## src/inc/asi_pkg.sv

```systemverilog
// Constants, types and register map of the audio interrupt status block
package asi_pkg;

    localparam int ASI_DW = 32;
    localparam int ASI_AW = 8;
    localparam int ASI_RW = 8;
    localparam int ASI_N1 = 4;
    localparam int ASI_N2 = 6;
    localparam int ASI_NIRQ = 2;

    // Register indices; byte address is four times the index
    localparam logic [ASI_AW-1:0] ASI_IDX_STAT1 = 8'h07;
    localparam logic [ASI_AW-1:0] ASI_IDX_STAT2 = 8'h08;
    localparam logic [ASI_AW-1:0] ASI_IDX_MASK1 = 8'h09;
    localparam logic [ASI_AW-1:0] ASI_IDX_MODE1_MSB = 8'h0A;
    localparam logic [ASI_AW-1:0] ASI_IDX_MODE1_LSB = 8'h0B;
    localparam logic [ASI_AW-1:0] ASI_IDX_MASK2 = 8'h0C;
    localparam logic [ASI_AW-1:0] ASI_IDX_MODE2_MSB = 8'h0D;
    localparam logic [ASI_AW-1:0] ASI_IDX_MODE2_LSB = 8'h0E;
    localparam logic [ASI_AW-1:0] ASI_IDX_IRQ_STAT = 8'h20;
    localparam logic [ASI_AW-1:0] ASI_IDX_IRQ_CLR = 8'h21;
    localparam logic [ASI_AW-1:0] ASI_IDX_IRQ_EN = 8'h22;

    // Field positions
    localparam int ASI_B2_OVERFLOW = 5;
    localparam int ASI_B2_UNSETTLED = 4;
    localparam int ASI_B2_USER_DE = 3;
    localparam int ASI_B2_USER_EF = 2;
    localparam int ASI_B2_SUBCODE_Q = 1;
    localparam int ASI_B2_UBIT_OVW = 0;
    localparam int ASI_B1_RIGHT_OVR = 3;
    localparam int ASI_B1_CS_DE = 2;
    localparam int ASI_B1_CS_EF = 1;
    localparam int ASI_B1_RX_FAULT = 0;
    localparam int ASI_IRQ_B_GROUP1 = 0;
    localparam int ASI_IRQ_B_GROUP2 = 1;

    // Reset values
    localparam logic [ASI_RW-1:0] ASI_RST_STATUS = 8'h00;
    localparam logic [ASI_RW-1:0] ASI_RST_MASK = 8'h00;
    localparam logic [ASI_RW-1:0] ASI_RST_MODE = 8'h00;
    localparam logic [ASI_NIRQ-1:0] ASI_RST_IRQ = 2'h0;
    localparam logic [ASI_DW-1:0] ASI_RD_ZERO = 32'h0000_0000;

    typedef enum logic [1:0] {
        ASI_MODE_RISE = 2'b00,
        ASI_MODE_FALL = 2'b01,
        ASI_MODE_LEVEL = 2'b10,
        ASI_MODE_RSVD = 2'b11
    } asi_mode_t;

    typedef struct packed {
        logic rate_buffer_overflow;
        logic rate_tracking_unsettled;
        logic user_d_to_e_transfer;
        logic user_e_to_f_transfer;
        logic subcode_q_ready;
        logic user_bit_queue_overwrite;
    } asi_evt2_t;

    typedef struct packed {
        logic right_overrange;
        logic chanstat_d_to_e_transfer;
        logic chanstat_e_to_f_transfer;
        logic receiver_fault;
    } asi_evt1_t;

endpackage

```

## src/verilog/asi_flag_cell.sv

```systemverilog
// One sticky interrupt flag with mask and mode selection
module asi_flag_cell
    import asi_pkg::*;
(
    input wire logic clk_sys,
    input wire logic rst_n,
    input wire logic cond,
    input wire logic mask,
    input wire asi_mode_t mode,
    input wire logic rd_clr,
    output logic flag_q,
    output logic pin_evt
);
    logic cond_prev_q;
    logic rise;
    logic fall;
    logic hit;
    logic flag_d;

    assign rise = cond & ~cond_prev_q;
    assign fall = ~cond & cond_prev_q;
    // Mode selects rising edge, falling edge or high level of the source as the event; reserved gives none
    assign hit = (mode == ASI_MODE_RISE) ? rise :
                 (mode == ASI_MODE_FALL) ? fall :
                 (mode == ASI_MODE_LEVEL) ? cond : 1'b0;
    // Masked events reach neither pin nor flag
    assign pin_evt = mask & hit;
    // Set wins over read clear; level source re-sets during the read
    // Masked flag is held at zero
    assign flag_d = mask & (hit | (flag_q & ~rd_clr));

    always_ff @(posedge clk_sys) begin
        if (!rst_n) begin
            cond_prev_q <= 1'b0;
            flag_q <= 1'b0;
        end else begin
            cond_prev_q <= cond;
            flag_q <= flag_d;
        end
    end
endmodule

```

## src/verilog/asi_irq_sticky.sv

```systemverilog
// Sticky interrupt summary with write-one clear, enable and level output
module asi_irq_sticky
    import asi_pkg::*;
(
    input wire logic clk_sys,
    input wire logic rst_n,
    input wire logic [ASI_NIRQ-1:0] set,
    input wire logic clr_wr,
    input wire logic en_wr,
    input wire logic [ASI_NIRQ-1:0] wdata,
    output logic [ASI_NIRQ-1:0] stat_q,
    output logic [ASI_NIRQ-1:0] en_q,
    output logic irq
);
    logic [ASI_NIRQ-1:0] clr;
    logic [ASI_NIRQ-1:0] stat_d;
    logic [ASI_NIRQ-1:0] en_d;

    assign clr = clr_wr ? wdata : ASI_RST_IRQ;
    // Set wins over clear in the same cycle
    assign stat_d = set | (stat_q & ~clr);
    assign en_d = en_wr ? wdata : en_q;
    assign irq = |(stat_q & en_q);

    always_ff @(posedge clk_sys) begin
        if (!rst_n) begin
            stat_q <= ASI_RST_IRQ;
            en_q <= ASI_RST_IRQ;
        end else begin
            stat_q <= stat_d;
            en_q <= en_d;
        end
    end
endmodule

```

## src/verilog/asi_top.sv

```systemverilog
// Interrupt status block with Avalon-MM register access
module asi_top
    import asi_pkg::*;
(
    input wire logic clk_sys,
    input wire logic rst_n,
    input wire logic [ASI_AW-1:0] avs_address,
    input wire logic avs_read,
    input wire logic avs_write,
    input wire logic [ASI_DW-1:0] avs_writedata,
    input wire logic [3:0] avs_byteenable,
    output logic [ASI_DW-1:0] avs_readdata,
    output logic avs_waitrequest,
    input wire asi_evt1_t evt1,
    input wire asi_evt2_t evt2,
    output logic irq
);
    // Byte address of a register index
    function automatic logic [ASI_AW-1:0] addr_of(input logic [ASI_AW-1:0] idx);
        addr_of = {idx[ASI_AW-3:0], 2'b00};
    endfunction

    // Access hits a register
    function automatic logic hit_reg(input logic [ASI_AW-1:0] addr,
                                     input logic [ASI_AW-1:0] idx);
        hit_reg = (addr == addr_of(idx));
    endfunction

    // Bus handshake
    logic done_q;
    logic req;
    logic acc;
    logic rd_acc;
    logic wr_acc;
    logic wr_lane0;

    assign req = avs_read | avs_write;
    assign acc = req & ~done_q;
    assign rd_acc = acc & avs_read;
    assign wr_acc = acc & avs_write;
    assign wr_lane0 = wr_acc & avs_byteenable[0];
    assign avs_waitrequest = req & ~done_q;

    // Address decode
    logic sel_stat1;
    logic sel_stat2;
    logic sel_mask1;
    logic sel_mode1_msb;
    logic sel_mode1_lsb;
    logic sel_mask2;
    logic sel_mode2_msb;
    logic sel_mode2_lsb;
    logic sel_irq_stat;
    logic sel_irq_clr;
    logic sel_irq_en;

    assign sel_stat1 = hit_reg(avs_address, ASI_IDX_STAT1);
    assign sel_stat2 = hit_reg(avs_address, ASI_IDX_STAT2);
    assign sel_mask1 = hit_reg(avs_address, ASI_IDX_MASK1);
    assign sel_mode1_msb = hit_reg(avs_address, ASI_IDX_MODE1_MSB);
    assign sel_mode1_lsb = hit_reg(avs_address, ASI_IDX_MODE1_LSB);
    assign sel_mask2 = hit_reg(avs_address, ASI_IDX_MASK2);
    assign sel_mode2_msb = hit_reg(avs_address, ASI_IDX_MODE2_MSB);
    assign sel_mode2_lsb = hit_reg(avs_address, ASI_IDX_MODE2_LSB);
    assign sel_irq_stat = hit_reg(avs_address, ASI_IDX_IRQ_STAT);
    assign sel_irq_clr = hit_reg(avs_address, ASI_IDX_IRQ_CLR);
    assign sel_irq_en = hit_reg(avs_address, ASI_IDX_IRQ_EN);

    // Status reads clear as a side effect, once per access
    logic rd_clr1;
    logic rd_clr2;

    assign rd_clr1 = rd_acc & sel_stat1;
    assign rd_clr2 = rd_acc & sel_stat2;

    // Mask and mode registers
    logic [ASI_N1-1:0] mask1_q;
    logic [ASI_N1-1:0] mode1_msb_q;
    logic [ASI_N1-1:0] mode1_lsb_q;
    logic [ASI_N2-1:0] mask2_q;
    logic [ASI_N2-1:0] mode2_msb_q;
    logic [ASI_N2-1:0] mode2_lsb_q;
    logic [ASI_N1-1:0] mask1_d;
    logic [ASI_N1-1:0] mode1_msb_d;
    logic [ASI_N1-1:0] mode1_lsb_d;
    logic [ASI_N2-1:0] mask2_d;
    logic [ASI_N2-1:0] mode2_msb_d;
    logic [ASI_N2-1:0] mode2_lsb_d;

    assign mask1_d = (wr_lane0 & sel_mask1) ? avs_writedata[ASI_N1-1:0] : mask1_q;
    assign mode1_msb_d = (wr_lane0 & sel_mode1_msb) ? avs_writedata[ASI_N1-1:0] : mode1_msb_q;
    assign mode1_lsb_d = (wr_lane0 & sel_mode1_lsb) ? avs_writedata[ASI_N1-1:0] : mode1_lsb_q;
    assign mask2_d = (wr_lane0 & sel_mask2) ? avs_writedata[ASI_N2-1:0] : mask2_q;
    assign mode2_msb_d = (wr_lane0 & sel_mode2_msb) ? avs_writedata[ASI_N2-1:0] : mode2_msb_q;
    assign mode2_lsb_d = (wr_lane0 & sel_mode2_lsb) ? avs_writedata[ASI_N2-1:0] : mode2_lsb_q;

    always_ff @(posedge clk_sys) begin
        if (!rst_n) begin
            mask1_q <= ASI_RST_MASK[ASI_N1-1:0];
            mode1_msb_q <= ASI_RST_MODE[ASI_N1-1:0];
            mode1_lsb_q <= ASI_RST_MODE[ASI_N1-1:0];
            mask2_q <= ASI_RST_MASK[ASI_N2-1:0];
            mode2_msb_q <= ASI_RST_MODE[ASI_N2-1:0];
            mode2_lsb_q <= ASI_RST_MODE[ASI_N2-1:0];
        end else begin
            mask1_q <= mask1_d;
            mode1_msb_q <= mode1_msb_d;
            mode1_lsb_q <= mode1_lsb_d;
            mask2_q <= mask2_d;
            mode2_msb_q <= mode2_msb_d;
            mode2_lsb_q <= mode2_lsb_d;
        end
    end

    // Event sources by bit position; overflow sits in bit 5
    logic [ASI_N1-1:0] src1;
    logic [ASI_N2-1:0] src2;

    assign src1 = evt1;
    assign src2 = evt2;

    // Flag cells
    logic [ASI_N1-1:0] flag1;
    logic [ASI_N2-1:0] flag2;
    logic [ASI_N1-1:0] pin1;
    logic [ASI_N2-1:0] pin2;

    for (genvar i = 0; i < ASI_N1; i++) begin : g_grp1
        asi_flag_cell u_cell (
            .clk_sys(clk_sys),
            .rst_n(rst_n),
            .cond(src1[i]),
            .mask(mask1_q[i]),
            .mode(asi_mode_t'({mode1_msb_q[i], mode1_lsb_q[i]})),
            .rd_clr(rd_clr1),
            .flag_q(flag1[i]),
            .pin_evt(pin1[i])
        );
    end

    for (genvar i = 0; i < ASI_N2; i++) begin : g_grp2
        asi_flag_cell u_cell (
            .clk_sys(clk_sys),
            .rst_n(rst_n),
            .cond(src2[i]),
            .mask(mask2_q[i]),
            .mode(asi_mode_t'({mode2_msb_q[i], mode2_lsb_q[i]})),
            .rd_clr(rd_clr2),
            .flag_q(flag2[i]),
            .pin_evt(pin2[i])
        );
    end

    // Interrupt summary: one sticky bit per group feeding the pin
    logic [ASI_NIRQ-1:0] irq_set;
    logic [ASI_NIRQ-1:0] irq_stat;
    logic [ASI_NIRQ-1:0] irq_en;

    assign irq_set = {|pin2, |pin1};

    asi_irq_sticky u_irq (
        .clk_sys(clk_sys),
        .rst_n(rst_n),
        .set(irq_set),
        .clr_wr(wr_lane0 & sel_irq_clr),
        .en_wr(wr_lane0 & sel_irq_en),
        .wdata(avs_writedata[ASI_NIRQ-1:0]),
        .stat_q(irq_stat),
        .en_q(irq_en),
        .irq(irq)
    );

    // Read data selection; upper bits of group 2 read zero
    logic [ASI_DW-1:0] rd_mux;

    assign rd_mux =
        sel_stat1 ? {{(ASI_DW-ASI_N1){1'b0}}, flag1} :
        sel_stat2 ? {{(ASI_DW-ASI_N2){1'b0}}, flag2} :
        sel_mask1 ? {{(ASI_DW-ASI_N1){1'b0}}, mask1_q} :
        sel_mode1_msb ? {{(ASI_DW-ASI_N1){1'b0}}, mode1_msb_q} :
        sel_mode1_lsb ? {{(ASI_DW-ASI_N1){1'b0}}, mode1_lsb_q} :
        sel_mask2 ? {{(ASI_DW-ASI_N2){1'b0}}, mask2_q} :
        sel_mode2_msb ? {{(ASI_DW-ASI_N2){1'b0}}, mode2_msb_q} :
        sel_mode2_lsb ? {{(ASI_DW-ASI_N2){1'b0}}, mode2_lsb_q} :
        sel_irq_stat ? {{(ASI_DW-ASI_NIRQ){1'b0}}, irq_stat} :
        sel_irq_en ? {{(ASI_DW-ASI_NIRQ){1'b0}}, irq_en} : ASI_RD_ZERO;

    // Read data captured in the cycle the access is taken
    always_ff @(posedge clk_sys) begin
        if (!rst_n) begin
            done_q <= 1'b0;
            avs_readdata <= ASI_RD_ZERO;
        end else begin
            done_q <= acc;
            if (rd_acc) begin
                avs_readdata <= rd_mux;
            end
        end
    end
endmodule

```

## config.mk

```make
export PLATFORM = sky130hd
export DESIGN_NAME = asi_top
export DESIGN_NICKNAME = d
export VERILOG_FILES = /design/src/inc/asi_pkg.sv /design/src/verilog/asi_flag_cell.sv /design/src/verilog/asi_irq_sticky.sv /design/src/verilog/asi_top.sv
export SDC_FILE = /design/constraint.sdc
export NUM_CORES = 1
export LEC_CHECK = 0
export ABC_AREA = 0
export ABC_CLOCK_PERIOD_IN_PS = 4100
export BUFFER_PORTS_ARGS = -buffer_cell sky130_fd_sc_hd__clkbuf_2
export CORE_MARGIN = 2
export CORE_UTILIZATION = 56
export CTS_BUF_LIST = sky130_fd_sc_hd__clkbuf_16
export CTS_CLUSTER_DIAMETER = 150
export DETAILED_ROUTE_END_ITERATION = 10
export GPL_ROUTABILITY_DRIVEN = 1
export PLACE_DENSITY = 0.83
export REMOVE_ABC_BUFFERS = 1
export SETUP_SLACK_MARGIN = 0.5
export SLEW_MARGIN = 20
export SYNTH_ARGS = -nofsm -noshare
export SYNTH_HDL_FRONTEND = slang
export SYNTH_SLANG_ARGS = --single-unit
```

## constraint.sdc

```tcl
create_clock -name clk_sys -period 4.1 [get_ports clk_sys]
set_input_delay 0.615 -clock clk_sys [delete_from_list [all_inputs] [get_ports clk_sys]]
set_output_delay 0.615 -clock clk_sys [all_outputs]
set_load 0.1 [all_outputs]
```

Word level (Yosys, flattened, before mapping)
Cells that the tools add are included.
Widths: inputs -> output; s select.
{"block": "classes", "bitwise": 102, "n_reduce_logical": 13, "mux": 41, "eq_ne": 31}
{"operator": "$and 1x1->1", "n": 64}
{"operator": "$eq 8x6->1 const B", "n": 7}
{"operator": "$mux 6", "n": 8}
{"operator": "$mux 1", "n": 30}
{"operator": "$eq 8x8->1 const B", "n": 3}
{"operator": "$not 1->1", "n": 23}
{"operator": "$eq 2x1->1 const B", "n": 10}
{"operator": "$eq 2x2->1 const B", "n": 10}
{"operator": "$logic_not 2->1", "n": 10}
{"operator": "$or 1x1->1", "n": 11}
{"operator": "$eq 8x5->1 const B", "n": 1}
{"operator": "$mux 2", "n": 3}
{"operator": "$reduce_or 6->1", "n": 1}
{"operator": "$and 2x2->2", "n": 2}
{"operator": "$reduce_or 4->1", "n": 1}
{"operator": "$not 2->2", "n": 1}
{"operator": "$or 2x2->2", "n": 1}
{"operator": "$reduce_or 2->1", "n": 1}
{"block": "word_totals", "word_cells": 217, "ff_bits": 87}

Depth between registers and ports, before layout
{"block": "logic_depth", "depth_word": 11, "depth_mapped": 7}

Cells and area by module
Synthesis repeated with hierarchy kept, for this count alone.
{"block": "hier_totals", "hier_cells": 375, "hier_area_um2": 3492.1}
{"module": "asi_top", "cells_per_inst": 250, "seq_area_each_um2": 740.7, "n_inst": 1, "area_each_um2": 2289.7}
{"module": "asi_flag_cell", "cells_per_inst": 11, "seq_area_each_um2": 40.0, "n_inst": 10, "area_each_um2": 105.1}
{"module": "asi_irq_sticky", "cells_per_inst": 15, "seq_area_each_um2": 80.1, "n_inst": 1, "area_each_um2": 151.4}

Worst setup path after synthesis
Ideal clock, no wire load.
{"block": "synth_path", "kind": "input to output", "from": "in avs_write", "to": "out avs_waitrequest", "arrival_time_ps": 1911, "path_slack_ps": 1574, "n_path_buf": 0, "t_required_ps": 3485, "path_stages": 2, "path_cell_list": "nor2_1 -> nor2_1"}
{"block": "synth_via", "elab_chain_cells": 2}
{"element": "start, declared", "line": "asi_top.sv:9", "text": "input wire logic avs_write,"}
{"element": "$or 1x1->1", "line": "asi_top.sv:37", "text": "assign req = avs_read | avs_write;"}
{"element": "$and 1x1->1", "line": "asi_top.sv:42", "text": "assign avs_waitrequest = req & ~done_q;"}
{"element": "end, declared", "line": "asi_top.sv:13", "text": "output logic avs_waitrequest,"}
Every way passes these cells.

Worst setup path after layout
{"block": "layout_path", "from": "in avs_address[3]", "to": "reg mode2_lsb_q[2]"}
{"block": "layout_via", "elab_chain_cells": 2}
{"element": "start, declared", "line": "asi_top.sv:7", "text": "input wire logic [ASI_AW-1:0] avs_address,"}
{"element": "$eq 8x6->1", "line": "asi_top.sv:26", "text": "hit_reg = (addr == addr_of(idx));"}
{"element": "$and 1x1->1", "line": "asi_top.sv:95", "text": "assign mode2_lsb_d = (wr_lane0 & sel_mode2_lsb) ? avs_writedata[ASI_N2-1:0] : mode2_lsb_q;"}
{"element": "end signal, assigned", "line": "asi_top.sv:104", "text": "mode2_lsb_q <= ASI_RST_MODE[ASI_N2-1:0];"}
{"element": "end signal, assigned", "line": "asi_top.sv:111", "text": "mode2_lsb_q <= mode2_lsb_d;"}
{"element": "end, declared", "line": "asi_top.sv:82", "text": "logic [ASI_N2-1:0] mode2_lsb_q;"}
Every way passes these cells.
A chain may end at the register's enable or synchronous reset.

==> results.cfg <==
[status]
status = completed

[drt]
wl_per_cell_um = 16.7
drc = 0
wirelength_mm = 8.33
final_antenna_net_count = 0
vias = 2983
via_per_inst = 5.99
drt_iter0_drc = 293
firstDrtPassIters = 5

[logic_synthesis]
synthSimpleGateAreaFrac_pct = 29.2
synth_compound_area_share_pct = 18.4
synth.area.mux_share_pct = 5.07
seq_area_frac_synth_pct = 37.8
synth-edff-count = 0
synth_seq_cells = 61
yosysWarnings = 0
async_reset_ff_share_pct = 0
synthFlopType = dfxtp_1
netlist_instances = 395
ys_types = 52
yosys.area_share.adder_pct = 0
synth_top_family_by_area = simple AND/OR/NAND/NOR gates
yosys.area_share.xor_xnor_pct = 0
syn_area_per_cell_um2 = 8.19
syn_area_um2 = 3230

[floorplan]
dieArea_um2 = 6400
die_h_um = 80.0
initial_core_util_pct = 58.4
core_um2 = 5540
die_w_um = 80.0
pin_count = 92
rows = 27

[critical_path]
r2r_slack_ps = 2060
cp.required_ps = 4300
cp_slowest_cell = and3_1
start_kind = input port
crit_chain = clkbuf_2 > nor2b_1 > and3_1 > nand2_1 > nand2_1 > a21oi_1
cp_common_cell = nand2_1
crit_type = input port to flip-flop
rr_endpoint = mode2_lsb_q[2]
ff2ff_path_depth = 5
critPathArrivalTime_ps = 2630
end_kind = flip-flop
slowest_delay_ps = 660
worstPathMaxFanout = 21
r2r-start = done_q

[worst_hold_path]
hold-path-endpoint = mode2_msb_q[0]
hold_start = mode2_msb_q[0]
worstHoldPathType = flip-flop to flip-flop
hold_path_depth = 2

[sta]
period_needed_ps = 2430
setup_viol = 0
maxClockFrequency_mhz = 412
relSlewSlack_pct = 53.8
rsz0062_at_grt = no
hold_viol = 0
worst_slack_ps = 1670
setup-tns-final_ps = 0
finalClockSkew_ps = 5.36
finalMaxSlewViolations = 0
worstMarginPinSlew_ps = 692
fin_crit_sh_pct = 59.2

[clock_tree]
cts-buffers-inserted = 9
cts_tree = built
cts.repair.resized = 0
clk_path_buf_depth = 2
cts_hold_buf = 0
clk_pin_slew_ps = 50
clock-root-buffer = clkbuf_16
cts.sinks = 61
htree_levels = 3
cts_setup_buffers = 0
clock_latency_ps = 330

[placement]
gp_congestion = 0.928
portBuffers = 36
post_dp_cell_area_um2 = 3320
post-place-ws_ps = 1400
place_hpwl_mm = 5.70

[final_layout]
nets = 480
drive_above_1_share_pct = 14.3
area_growth_pct = 10.3
antennaDiodeCount = 0
design_area_um2 = 3570
fin_util_pct = 64.4

[flow_run]
drv_cap = 0

[pwr]
p_per_area_nw_per_um2 = 407
p_leak_nw = 1.45
ir_drop_uv = 247

[grt]
grt_antenna_before_repair = 0
grt-ovfl-total = 0
grt_first_pass_wirelength_mm = 13.5
grt_pass1_vias = 2751
grt_max_degree = 41
grt_util_all_layers_pct = 27.9
cells in the final DEF (no fill, tap or decap), drive strengths merged, types with 2 or more instances in the layout:
cell / n
nor4b: 2
a31oi: 4
conb: 26
nand2b: 22
mux2i: 13
nor3: 5
o21ai: 7
clkbuf: 45
clkinv: 4
nand3: 30
dfxtp: 61
nand2: 55
and2: 18
o22ai: 12
o2bb2ai: 2
o221ai: 2
nor2: 29
a222oi: 2
nor2b: 3
inv: 5
and3: 2
nand4: 3
or4b: 2
o211a: 6
a21oi: 32
nor4: 2
buf: 2
a2bb2oi: 2
a22oi: 11
where the power goes:
group | switching (mW) | internal (mW)
Combinational | 0.178 | 0.0339
Sequential | 0.00251 | 0.601
Clock | 0.245 | 0.392
Total | 0.426 | 1.03
stage by stage:
stage	total power, mW	hold WS [ps]	std cells
floorplan	0.773	438	373
global placement	0.821	454	483
detailed placement	0.823	463	483
CTS	1.46	468	498
global route	1.50	494	498
finish	1.45	468	498
layer usage:
layer,vias to the layer above,GRT usage [%],part of all wire [%]
li1,1409,-,-
met5,-,0,0
met2,175,41.8,47
met3,23,5.54,8.7
met1,1376,37.0,42
met4,0,16.9,2.5
how the worst max path moves through the flow:
stage | from | endpoint | slack (ps)
finish | avs_address[3] | mode2_lsb_q[2] | 1670
global route | avs_address[3] | mode2_lsb_q[3] | 1550
CTS | avs_address[3] | mode2_lsb_q[4] | 1750
detailed placement | avs_address[3] | mode2_lsb_q[4] | 1400
global placement | avs_address[3] | mode2_lsb_q[2] | 1430
floorplan | avs_write | avs_waitrequest | 1570
sequential cells by signal, summed over array words and instances (netlist names):
register                   cells
mask1_q                        4
g_grp2.u_cell.cond_prev_q      6
mask2_q                        6
g_grp1.u_cell.cond_prev_q      4
done_q                         1
mode1_lsb_q                    4
u_irq.en_q                     2
g_grp2.u_cell.flag_q           6
mode2_lsb_q                    6
mode1_msb_q                    4
avs_readdata                   6
g_grp1.u_cell.flag_q           4
u_irq.stat_q                   2
mode2_msb_q                    6
cell families (layout without fill, tap and decap cells):
logic type             Yosys count  in the layout
multiplexers                    15             15
AND/OR/NAND/NOR                179            179
AO/OA/AOI/OAI                   89             89
buffers and inverters           50             56
other                            1             26
flip-flops                      61             61
area by class of cell:
cell class              instances  area (um2)
clock buffers                   9         225
clock inverters                 6        23.8
fillers                       482        1970
inverters                       3        11.3
multi-input cells             309        1800
flip-flops and latches         61        1220
well taps                      72        90.1
repair buffers                 38         195
critical path, delay by kind of cell:
| family | cells | cell delay, ps |
|---|---|---|
| AO/OA/AOI/OAI | 1 | 70 |
| buffers and inverters | 1 | 380 |
| AND/OR/NAND/NOR | 4 | 1550 |
cells in the mapped netlist (2+ instances only):
cell type / instances / area (um2)
nor2_1: 28 / 105
a22oi_1: 11 / 82.6
o21ai_0: 7 / 35.0
clkbuf_1: 13 / 48.8
nor2b_1: 3 / 18.8
o211a_1: 6 / 60.1
and2_1: 18 / 113
nand2b_1: 22 / 138
nor4b_4: 2 / 47.6
a2bb2oi_1: 2 / 17.5
nor3_1: 4 / 20.0
buf_2: 5 / 25.0
a21oi_1: 32 / 160
buf_4: 28 / 210
nand3_1: 29 / 145
a222oi_1: 2 / 20.0
inv_1: 3 / 11.3
mux2i_1: 13 / 130
and3_1: 2 / 12.5
nand2_1: 55 / 206
dfxtp_1: 61 / 1220
o2bb2ai_1: 2 / 17.5
a31oi_1: 4 / 25.0
nand4_1: 3 / 18.8
o22ai_1: 12 / 75.1
o221ai_1: 2 / 17.5
Note: power is estimated with default switching activity, not from simulation.
